==> src/shared/ctb_pkg.sv <==
/*
 * ctb_pkg: constants, register map and pin carrier for the clock,
 * reset and timebase block.
 * assumes: a single 10 MHz core clock and an AXI4-Lite register master.
 */
package ctb_pkg;
    // =====================================================================
    // clock and reset timing
    // =====================================================================
    localparam int          CLK_PERIOD_NS   = 100;   // core clock period
    localparam int          RST_HOLD_CLKS   = 2;     // low samples for reset
    localparam int          SYNC_STAGES     = 2;     // pin synchroniser depth
    // =====================================================================
    // register offsets (byte addresses)
    // =====================================================================
    localparam logic [7:0]  OFS_CLKCTL      = 8'h00; // clock_control_reg
    localparam logic [7:0]  OFS_STATUS      = 8'h04; // sticky events
    localparam logic [7:0]  OFS_MASK        = 8'h08; // interrupt mask
    localparam logic [7:0]  OFS_P1MODE      = 8'h0C; // port_one_mode_low
    localparam logic [7:0]  OFS_P3MODE      = 8'h10; // port_three_mode_low
    localparam logic [7:0]  OFS_TMR0        = 8'h14; // timer 0 count
    localparam logic [7:0]  OFS_TMR1        = 8'h18; // timer 1 count
    localparam logic [7:0]  OFS_WDT         = 8'h1C; // watchdog count
    // =====================================================================
    // clock_control_reg fields
    // =====================================================================
    localparam int          TPS_LSB         = 0;     // timer_prescale_field
    localparam int          TPS_W           = 4;
    localparam int          RUN0_BIT        = 4;     // timer 0 run
    localparam int          RUN1_BIT        = 5;     // timer 1 run
    localparam int          CMODE0_BIT      = 6;     // timer 0 counts pin
    localparam int          CMODE1_BIT      = 7;     // timer 1 counts pin
    localparam int          WDTEN_BIT       = 8;     // watchdog run
    localparam logic [8:0]  CLKCTL_RST      = 9'h000;
    localparam logic [3:0]  TPS_DIV12       = 4'hB;  // one count per 12 clocks
    // =====================================================================
    // status / mask bit positions
    // =====================================================================
    localparam int          EV_W            = 6;
    localparam int          EV_IRQ0         = 0;     // ext_irq_zero_n fell
    localparam int          EV_IRQ1         = 1;     // ext_irq_one_n fell
    localparam int          EV_TOV0         = 2;     // timer 0 overflow
    localparam int          EV_TOV1         = 3;     // timer 1 overflow
    localparam int          EV_WOV          = 4;     // watchdog overflow
    localparam int          EV_PRST         = 5;     // pin reset seen
    // =====================================================================
    // port mode reset values
    // =====================================================================
    localparam logic [7:0]  MODE_TRISTATE   = 8'hFF; // input-only
    localparam logic [7:0]  MODE_QUASI      = 8'h00; // weak pull-up
    // =====================================================================
    // AXI responses
    // =====================================================================
    localparam logic [1:0]  RESP_OKAY       = 2'h0;
    localparam logic [1:0]  RESP_SLVERR     = 2'h2;
    // asynchronous pins, carried together
    typedef struct packed {
        logic tristate_fuse;      // strap: high keeps ports input-only
        logic counter_input_one;
        logic counter_input_zero;
        logic ext_irq_one_n;
        logic ext_irq_zero_n;
        logic rst_pin_n;
    } ctb_pins_s;
    localparam int          PIN_W           = 6;
endpackage

==> src/hdl/ctb_top.sv <==
/*
 * ctb_top: core timebase, reset qualification, prescaler, timers,
 * watchdog, interrupt poll gate and port mode registers.
 * assumes: aclk is the crystal clock itself, all pins asynchronous,
 * cpu poll strobe on aclk, AXI4-Lite master on aclk.
 */
//
// Overview of operation
// - core clock equals crystal input, never divided
// - interrupts polled in every instruction's last cycle
// - only flags latched before last cycle count
// - both external interrupt pins sampled every clock
// - timers advance once per prescaler tick, or per counter pin edge
// - one prescaler; value 1011B gives twelve clocks
// - both counter pins sampled every clock
// - watchdog advances once per shared prescaler tick
// - ports reset to input-only high impedance with fuse
// - mode registers reset FFh, or 00h without fuse
// - zero mode registers give quasi-bidirectional ports
// - reset pin active low, two low samples
`timescale 1ns/1ps
module ctb_top
    import ctb_pkg::*;
(
    input  wire logic        aclk,
    input  wire logic        aresetn,
    input  wire ctb_pins_s   pins,
    input  wire logic        instr_last,
    output logic             core_reset,
    output logic             tick,
    output logic             irq_take,
    output logic             irq,
    output logic [7:0]       port_one_mode_low,
    output logic [7:0]       port_three_mode_low,
    output logic [1:0]       port_quasi,
    input  wire logic [7:0]  s_axi_awaddr,
    input  wire logic        s_axi_awvalid,
    output logic             s_axi_awready,
    input  wire logic [31:0] s_axi_wdata,
    input  wire logic [3:0]  s_axi_wstrb,
    input  wire logic        s_axi_wvalid,
    output logic             s_axi_wready,
    output logic [1:0]       s_axi_bresp,
    output logic             s_axi_bvalid,
    input  wire logic        s_axi_bready,
    input  wire logic [7:0]  s_axi_araddr,
    input  wire logic        s_axi_arvalid,
    output logic             s_axi_arready,
    output logic [31:0]      s_axi_rdata,
    output logic [1:0]       s_axi_rresp,
    output logic             s_axi_rvalid,
    input  wire logic        s_axi_rready
);
    // =====================================================================
    // pin synchronisers
    // =====================================================================
    logic [PIN_W-1:0] meta_r;       // first stage, read by stage two only
    logic [PIN_W-1:0] sync_r;       // usable samples
    logic [PIN_W-1:0] prev_r;       // previous sample, for edges
    ctb_pins_s        ps;           // synchronised pins as a struct
    ctb_pins_s        pp;           // previous synchronised pins
    genvar g;
    // every pin is sampled on every core clock
    generate
        for (g = 0; g < PIN_W; g++) begin : g_sync
            always_ff @(posedge aclk) begin
                meta_r[g] <= pins[g];
                sync_r[g] <= meta_r[g];
                prev_r[g] <= sync_r[g];
            end
        end
    endgenerate
    assign ps = ctb_pins_s'(sync_r);
    assign pp = ctb_pins_s'(prev_r);

    // =====================================================================
    // reset qualification
    // =====================================================================
    logic rst_hit;                  // pin low on two successive samples
    assign rst_hit = !ps.rst_pin_n && !pp.rst_pin_n;
    // core reset follows a qualified low pin
    always_ff @(posedge aclk) begin
        if (!aresetn) begin
            core_reset <= 1'b1;
        end else begin
            core_reset <= rst_hit;
        end
    end
    logic any_rst;                  // bus reset or qualified pin reset
    assign any_rst = !aresetn || core_reset;

    // =====================================================================
    // register bus write side
    // =====================================================================
    logic [8:0]      clkctl_r;      // clock_control_reg
    logic [EV_W-1:0] mask_r;        // interrupt mask
    logic [7:0]      aw_addr_r;     // held write address
    logic            aw_have_r;     // write address taken
    logic [31:0]     w_data_r;      // held write data
    logic [3:0]      w_strb_r;      // held byte enables
    logic            w_have_r;      // write data taken
    logic            wr_go;         // both halves present
    logic [31:0]     wmask;         // byte-lane bit mask
    logic            wr_hit;        // write address is mapped
    assign s_axi_awready = !aw_have_r && !s_axi_bvalid;
    assign s_axi_wready  = !w_have_r && !s_axi_bvalid;
    assign wr_go = aw_have_r && w_have_r && !s_axi_bvalid;
    assign wmask = {{8{w_strb_r[3]}}, {8{w_strb_r[2]}},
                    {8{w_strb_r[1]}}, {8{w_strb_r[0]}}};
    assign wr_hit = (aw_addr_r == OFS_CLKCTL) || (aw_addr_r == OFS_STATUS)
                 || (aw_addr_r == OFS_MASK) || (aw_addr_r == OFS_P1MODE)
                 || (aw_addr_r == OFS_P3MODE) || (aw_addr_r == OFS_WDT);
    // address and data are taken in either order, then answered
    always_ff @(posedge aclk) begin
        if (!aresetn) begin
            aw_have_r    <= 1'b0;
            w_have_r     <= 1'b0;
            aw_addr_r    <= 8'h00;
            w_data_r     <= 32'h0000_0000;
            w_strb_r     <= 4'h0;
            s_axi_bvalid <= 1'b0;
            s_axi_bresp  <= RESP_OKAY;
        end else begin
            if (s_axi_awvalid && s_axi_awready) begin
                aw_have_r <= 1'b1;
                aw_addr_r <= s_axi_awaddr;
            end
            if (s_axi_wvalid && s_axi_wready) begin
                w_have_r <= 1'b1;
                w_data_r <= s_axi_wdata;
                w_strb_r <= s_axi_wstrb;
            end
            if (wr_go) begin
                aw_have_r    <= 1'b0;
                w_have_r     <= 1'b0;
                s_axi_bvalid <= 1'b1;
                s_axi_bresp  <= wr_hit ? RESP_OKAY : RESP_SLVERR;
            end else if (s_axi_bvalid && s_axi_bready) begin
                s_axi_bvalid <= 1'b0;
            end
        end
    end
    // control and mask registers
    always_ff @(posedge aclk) begin
        if (!aresetn) begin
            clkctl_r <= CLKCTL_RST;
            mask_r   <= '0;
        end else if (wr_go) begin
            if (aw_addr_r == OFS_CLKCTL) begin
                clkctl_r <= (clkctl_r & ~wmask[8:0]) | (w_data_r[8:0] & wmask[8:0]);
            end
            if (aw_addr_r == OFS_MASK) begin
                mask_r <= (mask_r & ~wmask[EV_W-1:0])
                        | (w_data_r[EV_W-1:0] & wmask[EV_W-1:0]);
            end
        end
    end
    // port mode registers: fuse picks the reset value
    always_ff @(posedge aclk) begin
        if (any_rst) begin
            port_one_mode_low   <= ps.tristate_fuse ? MODE_TRISTATE : MODE_QUASI;
            port_three_mode_low <= ps.tristate_fuse ? MODE_TRISTATE : MODE_QUASI;
        end else if (wr_go && aw_addr_r == OFS_P1MODE) begin
            port_one_mode_low <= (port_one_mode_low & ~wmask[7:0])
                               | (w_data_r[7:0] & wmask[7:0]);
        end else if (wr_go && aw_addr_r == OFS_P3MODE) begin
            port_three_mode_low <= (port_three_mode_low & ~wmask[7:0])
                                 | (w_data_r[7:0] & wmask[7:0]);
        end
    end
    // a port whose mode-0 byte is zero runs quasi-bidirectional
    assign port_quasi = {port_three_mode_low == MODE_QUASI,
                         port_one_mode_low == MODE_QUASI};

    // =====================================================================
    // common prescaler
    // =====================================================================
    logic [TPS_W-1:0] timer_prescale_field;          // timer_prescale_field
    logic [TPS_W-1:0] pre_cnt_r;    // clocks since last tick
    assign timer_prescale_field  = clkctl_r[TPS_LSB +: TPS_W];
    assign tick = !core_reset && (pre_cnt_r >= timer_prescale_field);
    // one tick every tps+1 core clocks
    always_ff @(posedge aclk) begin
        if (any_rst || tick) begin
            pre_cnt_r <= '0;
        end else begin
            pre_cnt_r <= pre_cnt_r + 4'h1;
        end
    end

    // =====================================================================
    // timers and watchdog
    // =====================================================================
    logic [15:0] tmr_r [2];         // timer counts
    logic [1:0]  tmr_step;          // timer advances this clock
    logic [1:0]  tmr_ovf;           // timer wraps this clock
    logic [1:0]  pin_fall;          // counter pin falling edge
    logic [15:0] wdt_r;             // watchdog count
    logic        wdt_clr;           // software restart
    logic        wdt_step;          // watchdog advances
    assign pin_fall = {pp.counter_input_one && !ps.counter_input_one,
                       pp.counter_input_zero && !ps.counter_input_zero};
    generate
        for (g = 0; g < 2; g++) begin : g_tmr
            assign tmr_step[g] = clkctl_r[RUN0_BIT + g] && !core_reset
                               && (clkctl_r[CMODE0_BIT + g] ? pin_fall[g] : tick);
            assign tmr_ovf[g]  = tmr_step[g] && (tmr_r[g] == 16'hFFFF);
            // count up on the selected source
            always_ff @(posedge aclk) begin
                if (any_rst) begin
                    tmr_r[g] <= 16'h0000;
                end else if (tmr_step[g]) begin
                    tmr_r[g] <= tmr_r[g] + 16'h0001;
                end
            end
        end
    endgenerate
    assign wdt_clr  = wr_go && (aw_addr_r == OFS_WDT);
    assign wdt_step = clkctl_r[WDTEN_BIT] && tick;
    // watchdog runs from the shared prescaler, restarted by a write
    always_ff @(posedge aclk) begin
        if (any_rst || wdt_clr) begin
            wdt_r <= 16'h0000;
        end else if (wdt_step) begin
            wdt_r <= wdt_r + 16'h0001;
        end
    end

    // =====================================================================
    // sticky events and interrupt
    // =====================================================================
    logic [EV_W-1:0] status_r;      // sticky event bits
    logic [EV_W-1:0] ev_set;        // events this clock
    logic            st_rd;         // status read clears
    assign ev_set[EV_IRQ0] = pp.ext_irq_zero_n && !ps.ext_irq_zero_n;
    assign ev_set[EV_IRQ1] = pp.ext_irq_one_n && !ps.ext_irq_one_n;
    assign ev_set[EV_TOV0] = tmr_ovf[0];
    assign ev_set[EV_TOV1] = tmr_ovf[1];
    assign ev_set[EV_WOV]  = wdt_step && (wdt_r == 16'hFFFF) && !wdt_clr;
    assign ev_set[EV_PRST] = rst_hit && !core_reset;
    // a new event wins over the clearing read
    always_ff @(posedge aclk) begin
        if (!aresetn) begin
            status_r <= '0;
        end else begin
            status_r <= (st_rd ? '0 : status_r) | ev_set;
        end
    end
    assign irq = |(status_r & mask_r);
    // poll uses flags latched before the last cycle
    assign irq_take = instr_last && irq;

    // =====================================================================
    // register bus read side
    // =====================================================================
    logic [31:0] rd_val;            // decoded read value
    logic        rd_hit;            // read address is mapped
    assign s_axi_arready = !s_axi_rvalid;
    assign st_rd = s_axi_arvalid && s_axi_arready && (s_axi_araddr == OFS_STATUS);
    // decode the read address
    always_comb begin
        rd_hit = 1'b1;
        case (s_axi_araddr)
            OFS_CLKCTL: rd_val = {23'h0, clkctl_r};
            OFS_STATUS: rd_val = {26'h0, status_r};
            OFS_MASK:   rd_val = {26'h0, mask_r};
            OFS_P1MODE: rd_val = {24'h0, port_one_mode_low};
            OFS_P3MODE: rd_val = {24'h0, port_three_mode_low};
            OFS_TMR0:   rd_val = {16'h0, tmr_r[0]};
            OFS_TMR1:   rd_val = {16'h0, tmr_r[1]};
            OFS_WDT:    rd_val = {16'h0, wdt_r};
            default: begin
                rd_val = 32'h0000_0000;
                rd_hit = 1'b0;
            end
        endcase
    end
    // one read answered the clock after its address is taken
    always_ff @(posedge aclk) begin
        if (!aresetn) begin
            s_axi_rvalid <= 1'b0;
            s_axi_rdata  <= 32'h0000_0000;
            s_axi_rresp  <= RESP_OKAY;
        end else if (s_axi_arvalid && s_axi_arready) begin
            s_axi_rvalid <= 1'b1;
            s_axi_rdata  <= rd_val;
            s_axi_rresp  <= rd_hit ? RESP_OKAY : RESP_SLVERR;
        end else if (s_axi_rvalid && s_axi_rready) begin
            s_axi_rvalid <= 1'b0;
        end
    end
endmodule

==> config.mk <==
export PLATFORM = sky130hd
export DESIGN_NAME = ctb_top
export DESIGN_NICKNAME = d
export VERILOG_FILES = /design/src/shared/ctb_pkg.sv /design/src/hdl/ctb_top.sv
export SDC_FILE = /design/constraint.sdc
export NUM_CORES = 1
export LEC_CHECK = 0
export BUFFER_PORTS_ARGS = -buffer_cell sky130_fd_sc_hd__buf_4
export CAP_MARGIN = 20
export CORE_MARGIN = 3
export CORE_UTILIZATION = 38
export DETAILED_ROUTE_END_ITERATION = 6
export PLACE_DENSITY = 0.65
export SLEW_MARGIN = 10
export SYNTH_ARGS = -nofsm -noshare
export SYNTH_HDL_FRONTEND = slang
export SYNTH_SLANG_ARGS = --single-unit
==> constraint.sdc <==
create_clock -name aclk -period 5.11 [get_ports aclk]
set_input_delay 0.2555 -clock aclk [delete_from_list [all_inputs] [get_ports aclk]]
set_output_delay 0.2555 -clock aclk [all_outputs]
set_load 0.03 [all_outputs]
==> results.json, run 1 <==
{
  "status": "finished, final reports clean",
  "fin_hold_ws_ns": 0.06686,
  "grt_usage_pct": 17.25,
  "cts.path.max_buffers": 2,
  "hpwlAfterDp_um": 12130,
  "clk_pin_slew_ns": 0.06,
  "drive_gt1_share_pct": 18.24,
  "finalCritPeriodShare_pct": 50.11,
  "slowest_stage": "nand3_1",
  "grt-ovfl-total": 0,
  "start_util_pct": 39.04,
  "synth_edf_count": 48,
  "die_w_um": 139.5,
  "pwr_density_cell_mw_per_mm2": 337.6,
  "cts_tree": "yes",
  "worstSetupPathType": "reg -> reg",
  "setup_viol": 0,
  "crit_family": "compound AO/OA/AOI/OAI gates",
  "synth.area.top_cells": "dfxtp_1, edfxtp_1, nor2_1",
  "clk_latency_ns": 0.42,
  "post-route-worst-setup-slack_ns": 2.549,
  "netlist_area_mm2": 0.006775,
  "clock-root-buffer": "clkbuf_16",
  "grt_pass1_vias": 4906,
  "final_common_cell": "dfxtp_1",
  "worst_clock_skew_ns": 0.007807,
  "synth.distinct_cells": 57,
  "ys_ff_latch": 148,
  "yosysWarnings": 0,
  "tightest_slew_ns": 0.9501,
  "timing.final.crit_period_ns": 2.561,
  "synth_top_area_cell": "dfxtp_1",
  "cp_cell_sequence": "inv_1, ha_1, inv_1, o21a_1, o31ai_1, nand3_1, o31ai_1",
  "timing.slew.headroom_pct": 35.82,
  "vias": 5224,
  "antenna_cells": 0,
  "placed_cell_area_mm2": 0.007525,
  "cts_htree_levels": 4,
  "synth_flop_cell": "dfxtp_1",
  "dr.pass1.iters": 5,
  "slowest_delay_ns": 0.62,
  "peakVddDrop_v": 0.0002519,
  "pre_cts_slack_ns": 2.606,
  "cts-resized-gates": 0,
  "io_buffers": 85,
  "async_flop_share_pct": 0,
  "grt_setup_unrepaired": "false",
  "syn2layout_area_growth_pct": 20.63,
  "grt_max_degree": 43,
  "numClockSinks": 148,
  "avgSynthCellArea_um2": 9.862,
  "power_mw": 2.759,
  "max_freq_mhz": 390.5,
  "antenna_found_initial": 0,
  "startpoint_type": "flop",
  "hold_viol": 0,
  "drt_iter0_drc": 437,
  "final_cell_mix": "dfxtp_1, nor2_1, buf_4",
  "grt_pass1_wl_um": 26410,
  "tns_ns": 0,
  "layout.nets": 845,
  "postCtsSetupRepairBufs": 0,
  "dieArea_mm2": 0.01947,
  "path_buf_inv": 2,
  "end_kind": "flop",
  "cts_hold_buf": 7,
  "gp_congestion": 0.8324,
  "path_max_fanout": 17,
  "design_area_mm2": 0.008173,
  "std_cell_rows": 48,
  "via_per_inst": 5.177,
  "cts_made_buffers": 17,
  "die_y_um": 139.5,
  "drv_slew": 0,
  "post_drt_wl_per_cell_um": 16.59,
  "required_ns": 5.43,
  "ant_nets": 0,
  "drv_cap": 0,
  "hold_path.class": "in -> reg",
  "cp.arrival_ns": 2.88,
  "hold_path_startpoint": "s_axi_awaddr[4]",
  "drc_errors": 0,
  "io_pins": 129,
  "core_area_mm2": 0.01736,
  "netlist.area_leader.share_pct": 29.55,
  "p_leak_nw": 3.276,
  "synth_seq_area_share_pct": 50.82,
  "postSynthCellCount": 687,
  "wirelength_um": 16740
}
==> per-layer routing <==
metal / GRT usage [%] / share of wire, %
met3: 3.849 / 6.0
met1: 23.82 / 46
met4: 5.973 / 1.9
met2: 26.79 / 46
met5: 0 / 0
==> layout make-up <==
type,count,area (um^2)
Clock buffer,25,505.5
Clock inverter,7,72.57
Fill cell,1653,9184
Inverter,18,67.56
Multi-Input combinational cell,491,3072
Sequential cell,148,3443
Tap cell,225,281.5
Timing Repair Buffer,95,730.7
==> through the flow <==
step | cells | utilization (%)
after detailed placement | 970 | 43.35
after global routing | 1009 | 47.09
after global placement | 969 | 43.31
after CTS | 1009 | 47.09
after floorplan | 704 | -
final | 1009 | 47.09
==> tightest hold or removal path, cell delays in order <==
cell and delay, ns:
buf_4 0.08, mux2i_1 0.05, nor2_1 0.07
==> power by group <==
| group | total [mW] | switching (mW) | internal [mW] | leakage [nW] |
|---|---|---|---|---|
| combinational | 0.238 | 0.144 | 0.0936 | 1.64 |
| sequential | 1.31 | 0.0507 | 1.26 | 1.35 |
| clock | 1.21 | 0.472 | 0.735 | 0.280 |
| total | 2.76 | 0.667 | 2.09 | 3.28 |
==> synthesized netlist by cell type, drive strengths merged, types with 8 or more instances <==
cell type  count
nand2         76
edfxtp        48
dfxtp        100
inv           17
nand4         15
a21oi         30
ha             8
nand3         25
xnor2         18
a21o           9
o21ai         29
clkbuf        18
xor2          22
a22oi         12
mux2          10
and3          10
nor2          92
mux2i         32
buf           29
==> cells by family (layout without fill, tap and decap cells) <==
family / count (synthesis) / after routing / share of synthesized area, %
compound gates: 102 / 102 / 9.179
flops: 148 / 148 / 50.82
simple gates: 274 / 274 / 19.80
buf+inv: 65 / 145 / 4.783
other cells: 1 / 18 / 0.05535
fa+ha+maj: 8 / 8 / 1.477
xor+xnor: 40 / 40 / 5.171
mux: 49 / 49 / 8.717
==> path summary, 6_finish.rpt <==
kind	to	slack, ns	cells after the start
worst max-delay path	status_r[2]	2.55	7
worst min register to register	ps[3]	0.33	0
worst max register to register	status_r[2]	2.55	7
worst min-delay path	aw_addr_r[4]	0.07	3
(Power assumes the default switching activity.)
==> inputs of run 2 (changes only) <==
Clock period 5.11 ns to 2.7 ns, I/O delays scaled along.
==> results.json, run 2 (synthesis gave the netlist of run 1 again) <==
{
  "timing.slew.headroom_pct": 36.32,
  "grt_usage_pct": 18.03,
  "required_ns": 2.57,
  "start_util_pct": 39.04,
  "design_area_mm2": 0.008493,
  "ant_nets": 0,
  "worstReg2RegEnd": "tmr_r[1][13]",
  "pwr_density_cell_mw_per_mm2": 634.8,
  "maxUsedRoutingLayer": "met4",
  "path_max_fanout": 7,
  "antenna_found_initial": 0,
  "dr_wl_met2_um": 7976,
  "worstSetupPathType": "reg -> out",
  "hold_viol": 0,
  "finalCritPeriodShare_pct": 82.88,
  "final_common_cell": "dfxtp_1",
  "tns_ns": 0,
  "grt-ovfl-total": 0,
  "die_y_um": 139.5,
  "crit_family": "compound AO/OA/AOI/OAI gates",
  "numClockSinks": 148,
  "die_w_um": 139.5,
  "crit_start": "pre_cnt_r[0]",
  "rrSetupSlack_ns": 0.54,
  "met1_length_um": 7912,
  "cts_tree": "yes",
  "grt_max_degree": 36,
  "status": "finished, final reports clean",
  "startpoint_type": "flop",
  "vias": 5375,
  "drc_errors": 0,
  "cts.path.max_buffers": 2,
  "grt_pass1_vias": 5167,
  "slowest_delay_ns": 0.40,
  "max_freq_mhz": 446.9,
  "r2r_start": "pre_cnt_r[0]",
  "wirelength_um": 17260,
  "syn2layout_area_growth_pct": 25.36,
  "pre_cts_slack_ns": 0.5760,
  "drv_cap": 0,
  "crit_end": "tick",
  "crit_cells": 7,
  "via_per_inst": 5.168,
  "clk_pin_slew_ns": 0.06,
  "dieArea_mm2": 0.01947,
  "clk_latency_ns": 0.43,
  "fin_util_pct": 48.93,
  "p_leak_nw": 3.432,
  "cts_htree_levels": 4,
  "cp_cell_sequence": "inv_1, ha_1, nor2b_1, o21ai_1, nand2_1, nor2_1, buf_4",
  "power_mw": 5.392,
  "setup_viol": 0,
  "worst_clock_skew_ns": 0.01210,
  "antenna_cells": 0,
  "drv_slew": 0,
  "io_pins": 129,
  "grt_pass1_wl_um": 27660,
  "peakVddDrop_v": 0.0005049,
  "drive_gt1_share_pct": 18.77,
  "dp.cells": 979,
  "std_cell_rows": 48,
  "hold_path.class": "in -> reg",
  "tightest_slew_ns": 0.9428,
  "io_buffers": 85,
  "routed-wl-met3_um": 1010,
  "fin_hold_ws_ns": 0.2046,
  "path_buf_inv": 2,
  "cp.arrival_ns": 2.10,
  "slowest_stage": "o21ai_1",
  "post_drt_wl_per_cell_um": 16.59,
  "cts_made_buffers": 17,
  "drt_iter0_drc": 355,
  "core_area_mm2": 0.01736,
  "layout.nets": 876,
  "end_kind": "primary output",
  "timing.final.crit_period_ns": 2.238,
  "final_cells": 1040,
  "final_cell_mix": "dfxtp_1, buf_4, nor2_1",
  "hpwlAfterDp_um": 12310,
  "grt_setup_unrepaired": "false",
  "placed_cell_area_mm2": 0.007592,
  "dr.pass1.iters": 6,
  "reg2reg_depth": 8,
  "gp_congestion": 0.8437,
  "post-route-worst-setup-slack_ns": 0.4622,
  "clock-root-buffer": "clkbuf_16"
}
[run 2: worst min-delay path by stage]
stage | from | endpoint | slack, ns | depth (start not counted)
2_1_floorplan | pins[0] | meta_r[0] | 0.16 | 0
3_3_place_gp | pins[0] | meta_r[0] | 0.24 | 1
3_5_place_dp | pins[0] | meta_r[0] | 0.24 | 1
4_1_cts | s_axi_araddr[1] | s_axi_rresp[1] | 0.19 | 4
5_1_grt | s_axi_araddr[3] | s_axi_rdata[7] | 0.23 | 3
6_report | s_axi_araddr[1] | s_axi_rresp[1] | 0.20 | 4
[run 2: area by class of cell]
cell class	count	area [um^2]
fill	1574	8864
sequential	148	3443
multi-input combinational	491	3072
timing repair buffer	126	1018
clock buffer	23	521.8
tap	225	281.5
clock inverter	9	88.84
inverter	18	67.56
[run 2: worst reg2reg max path: stages (launching register included)]
cell	delay (ns)
dfxtp_1	0.38
inv_1	0.06
ha_1	0.27
nor2b_1	0.05
o21a_1	0.27
o31ai_1	0.38
nand2_1	0.10
nand2_1	0.09
buf_4	0.25
[run 2: repair_timing]
item | 4_1_cts | 5_1_grt
endpoints found under the setup margin | 0 | 0
endpoints found under the hold margin | 28 | 0
setup buffers | 0 | 0
hold buffers | 29 | 0
gates resized for setup | 0 | 0
[run 2: power breakdown]
group | leakage [nW] | internal (mW) | total [mW] | switching, mW
registers | 1.35 | 2.39 | 2.49 | 0.0977
clock network | 0.299 | 1.46 | 2.42 | 0.957
logic | 1.78 | 0.203 | 0.486 | 0.282
[run 2: routing by layer]
metal,vias to the layer above,track usage (%)
met4,0,6.643
met1,2532,24.02
li1,2628,-
met5,-,0
met2,182,28.45
met3,33,4.570
==> inputs of run 3 (changes only) <==
Settings changed: ABC_AREA set to 1.
Clock period 2.7 ns to 2.1 ns, I/O delays scaled along.
==> results.json, run 3 <==
{
  "status": "finished, final reports clean",
  "hold_path_startpoint": "s_axi_araddr[7]",
  "drc_errors": 0,
  "timing.slew.headroom_pct": 60.27,
  "path_max_fanout": 6,
  "syn2layout_area_growth_pct": 23.76,
  "synth_top_family_by_area": "simple AND/OR/NAND/NOR gates",
  "synthSimpleGateAreaFrac_pct": 31.21,
  "required_ns": 2.00,
  "synth_top_area_cell": "dfxtp_1",
  "switchingPower_mw": 1.802,
  "postCtsSetupRepairBufs": 0,
  "core_area_mm2": 0.01889,
  "io_buffers": 85,
  "synth-adder-area-share_pct": 1.361,
  "end_kind": "primary output",
  "grt-ovfl-total": 0,
  "cp.arrival_ns": 1.89,
  "vias": 6497,
  "hold_viol": 0,
  "cts_made_buffers": 17,
  "netlist.area_leader.share_pct": 27.21,
  "yosys-top-cells-count": "nand2_1, nor2_1, nand3_1, dfxtp_1, inv_1",
  "p_int_mw": 5.085,
  "drt_iter0_drc": 433,
  "ys_ff_latch": 148,
  "grt_pass1_vias": 5936,
  "wirelength_um": 19160,
  "clk_latency_ns": 0.43,
  "postSynthCellCount": 936,
  "die_y_um": 145.1,
  "drive_gt1_share_pct": 16.73,
  "setup_viol": 0,
  "drv_cap": 0,
  "swShare_pct": 26.16,
  "pwr_density_cell_mw_per_mm2": 756.3,
  "fin_util_pct": 48.19,
  "slowest_stage": "dfxtp_1",
  "finalCritPeriodShare_pct": 95.20,
  "via_per_inst": 4.907,
  "grt_usage_pct": 18.16,
  "synth_xor_area_share_pct": 3.214,
  "grt_pass1_wl_um": 30630,
  "synth.area.top_cells": "dfxtp_1, edfxtp_1, nand2_1",
  "synthMuxAreaShare_pct": 0,
  "peakVddDrop_v": 0.0005770,
  "worstReg2RegEnd": "tmr_r[0][15]",
  "worstSetupPathType": "reg -> out",
  "antenna_cells": 0,
  "whs_path_depth": 5,
  "post_drt_wl_per_cell_um": 14.47,
  "synth_compound_area_share_pct": 8.690,
  "netlist_area_mm2": 0.007357,
  "numClockSinks": 148,
  "synth_edf_count": 48,
  "startpoint_type": "flop",
  "power_frac_seq_pct": 46.6,
  "avgSynthCellArea_um2": 7.860,
  "reg2reg_depth": 8,
  "synth_seq_area_share_pct": 46.80,
  "fill_cells": 1861,
  "critPathMostFrequentCell": "inv_1",
  "ant_nets": 0,
  "min_to": "s_axi_rresp[1]",
  "antenna_found_initial": 0,
  "yosysWarnings": 0,
  "async_flop_share_pct": 0,
  "start_util_pct": 38.94,
  "clk_pin_slew_ns": 0.06,
  "dp.cells": 1264,
  "grt_setup_unrepaired": "true",
  "timing.final.crit_period_ns": 1.999,
  "rrSetupSlack_ns": 0.23,
  "slowest_delay_ns": 0.32,
  "clock-root-buffer": "clkbuf_16",
  "cts_tree": "yes",
  "hold_path.class": "in -> reg",
  "synth_flop_cell": "dfxtp_1",
  "final_cells": 1324,
  "std_cell_rows": 50,
  "cp_cell_sequence": "inv_1, ha_1, inv_1, o21bai_2, nand3_1, nand3_2, nand2_1, inv_1, buf_4",
  "max_freq_mhz": 500.2,
  "drv_slew": 0,
  "cts.path.max_buffers": 2,
  "p_clk_share_pct": 43.8,
  "cts_htree_levels": 4,
  "worst_clock_skew_ns": 0.008843,
  "io_pins": 129,
  "pwr-share-comb_pct": 9.6,
  "final_cell_mix": "nand2_1, nor2_1, nand3_1",
  "tightest_slew_ns": 0.5945,
  "synth_most_common_cell": "nand2_1",
  "die_w_um": 145.1,
  "p_leak_nw": 3.660,
  "dr.pass1.iters": 6,
  "final_common_cell": "nand2_1",
  "layout.nets": 1125,
  "grt_max_degree": 50,
  "gp_congestion": 0.8824,
  "synth.distinct_cells": 45,
  "dieArea_mm2": 0.02107,
  "hpwlAfterDp_um": 13760
}
==> run 3: cell count changes after synthesis, sizes merged, moves of 14 or more <==
cell / change
a21oi: +32
inv: +62
mux2i: -32
nand2: +126
nand3: +90
nor2: +39
nor3: +14
==> run 3: layer usage <==
metal	up-vias	part of all wire, %	global-route usage, %
li1	3299	-	-
met1	3003	46	24.28
met2	169	48	29.77
met3	26	4.8	3.560
met4	0	1.7	5.793
met5	-	0	0
==> run 3: cell type report <==
cell class,count,area [um^2],share of cell area [%]
Clock inverter,14,151.4,1.663
Tap cell,260,325.3,3.573
Clock buffer,18,429.2,4.713
Sequential cell,148,3443,37.82
Inverter,80,300.3,3.298
Timing Repair Buffer,132,1099,12.07
Multi-Input combinational cell,672,3357,36.87
==> run 3: worst max path at each step <==
stage	startpoint	depth (start not counted)	slack [ns]	end
after CTS	flop	7	0.006	tick
final	flop	9	0.10	tick
after floorplan	flop	8	0.30	tmr_r[0][0]
after detailed placement	flop	8	0.24	tmr_r[0][15]
after global routing	flop	9	-0.04	tick
after global placement	flop	8	0.25	tmr_r[0][15]
==> run 3: power by group through the flow <==
| stage | Combinational (mW) | Sequential [mW] | Clock (mW) |
|---|---|---|---|
| floorplan | 0.358 | 3.29 | 0 |
| global placement | 0.612 | 3.27 | 0 |
| finish | 0.662 | 3.21 | 3.01 |
| detailed placement | 0.619 | 3.27 | 0 |
| CTS | 0.662 | 3.21 | 3.04 |
| global route | 0.724 | 3.23 | 3.18 |
==> run 3: cells by family after synthesis <==
family / Yosys count
AO/OA/AOI/OAI: 115
XOR/XNOR: 27
adder cells (fa/ha/maj): 8
buffers and inverters: 133
flip-flops: 148
other: 1
AND/OR/NAND/NOR: 504
==> run 3: per-stage QoR <==
stage | power (mW) | worst slack (ns) | cell area [um^2] | hold slack [ns] | setup TNS (ns)
final | 6.886 | 0.1009 | 9105 | 0.08339 | 0
after global routing | 7.127 | -0.04387 | 9105 | 0.09013 | -0.04387
after CTS | 6.907 | 0.006058 | 9095 | 0.06599 | 0
after detailed placement | 3.890 | 0.2438 | 8234 | 0.2108 | 0
after global placement | 3.880 | 0.2508 | 8234 | 0.2101 | 0
after floorplan | 3.647 | 0.3049 | 7428 | 0.1327 | 0
==> run 3: worst max-delay path, delay by kind of cell (launching register included) <==
family | cells | cell delay [ns]
AO/OA/AOI/OAI | 1 | 0.05
adder cells (fa/ha/maj) | 1 | 0.31
buffers and inverters | 4 | 0.35
flip-flops | 1 | 0.32
AND/OR/NAND/NOR | 3 | 0.43
==> run 3: timing repair <==
item / in CTS / in global routing
setup endpoints to repair: 0 / 2
hold buffers: 28 / 0
gates resized for setup: 0 / 2
hold endpoints to repair: 28 / 0
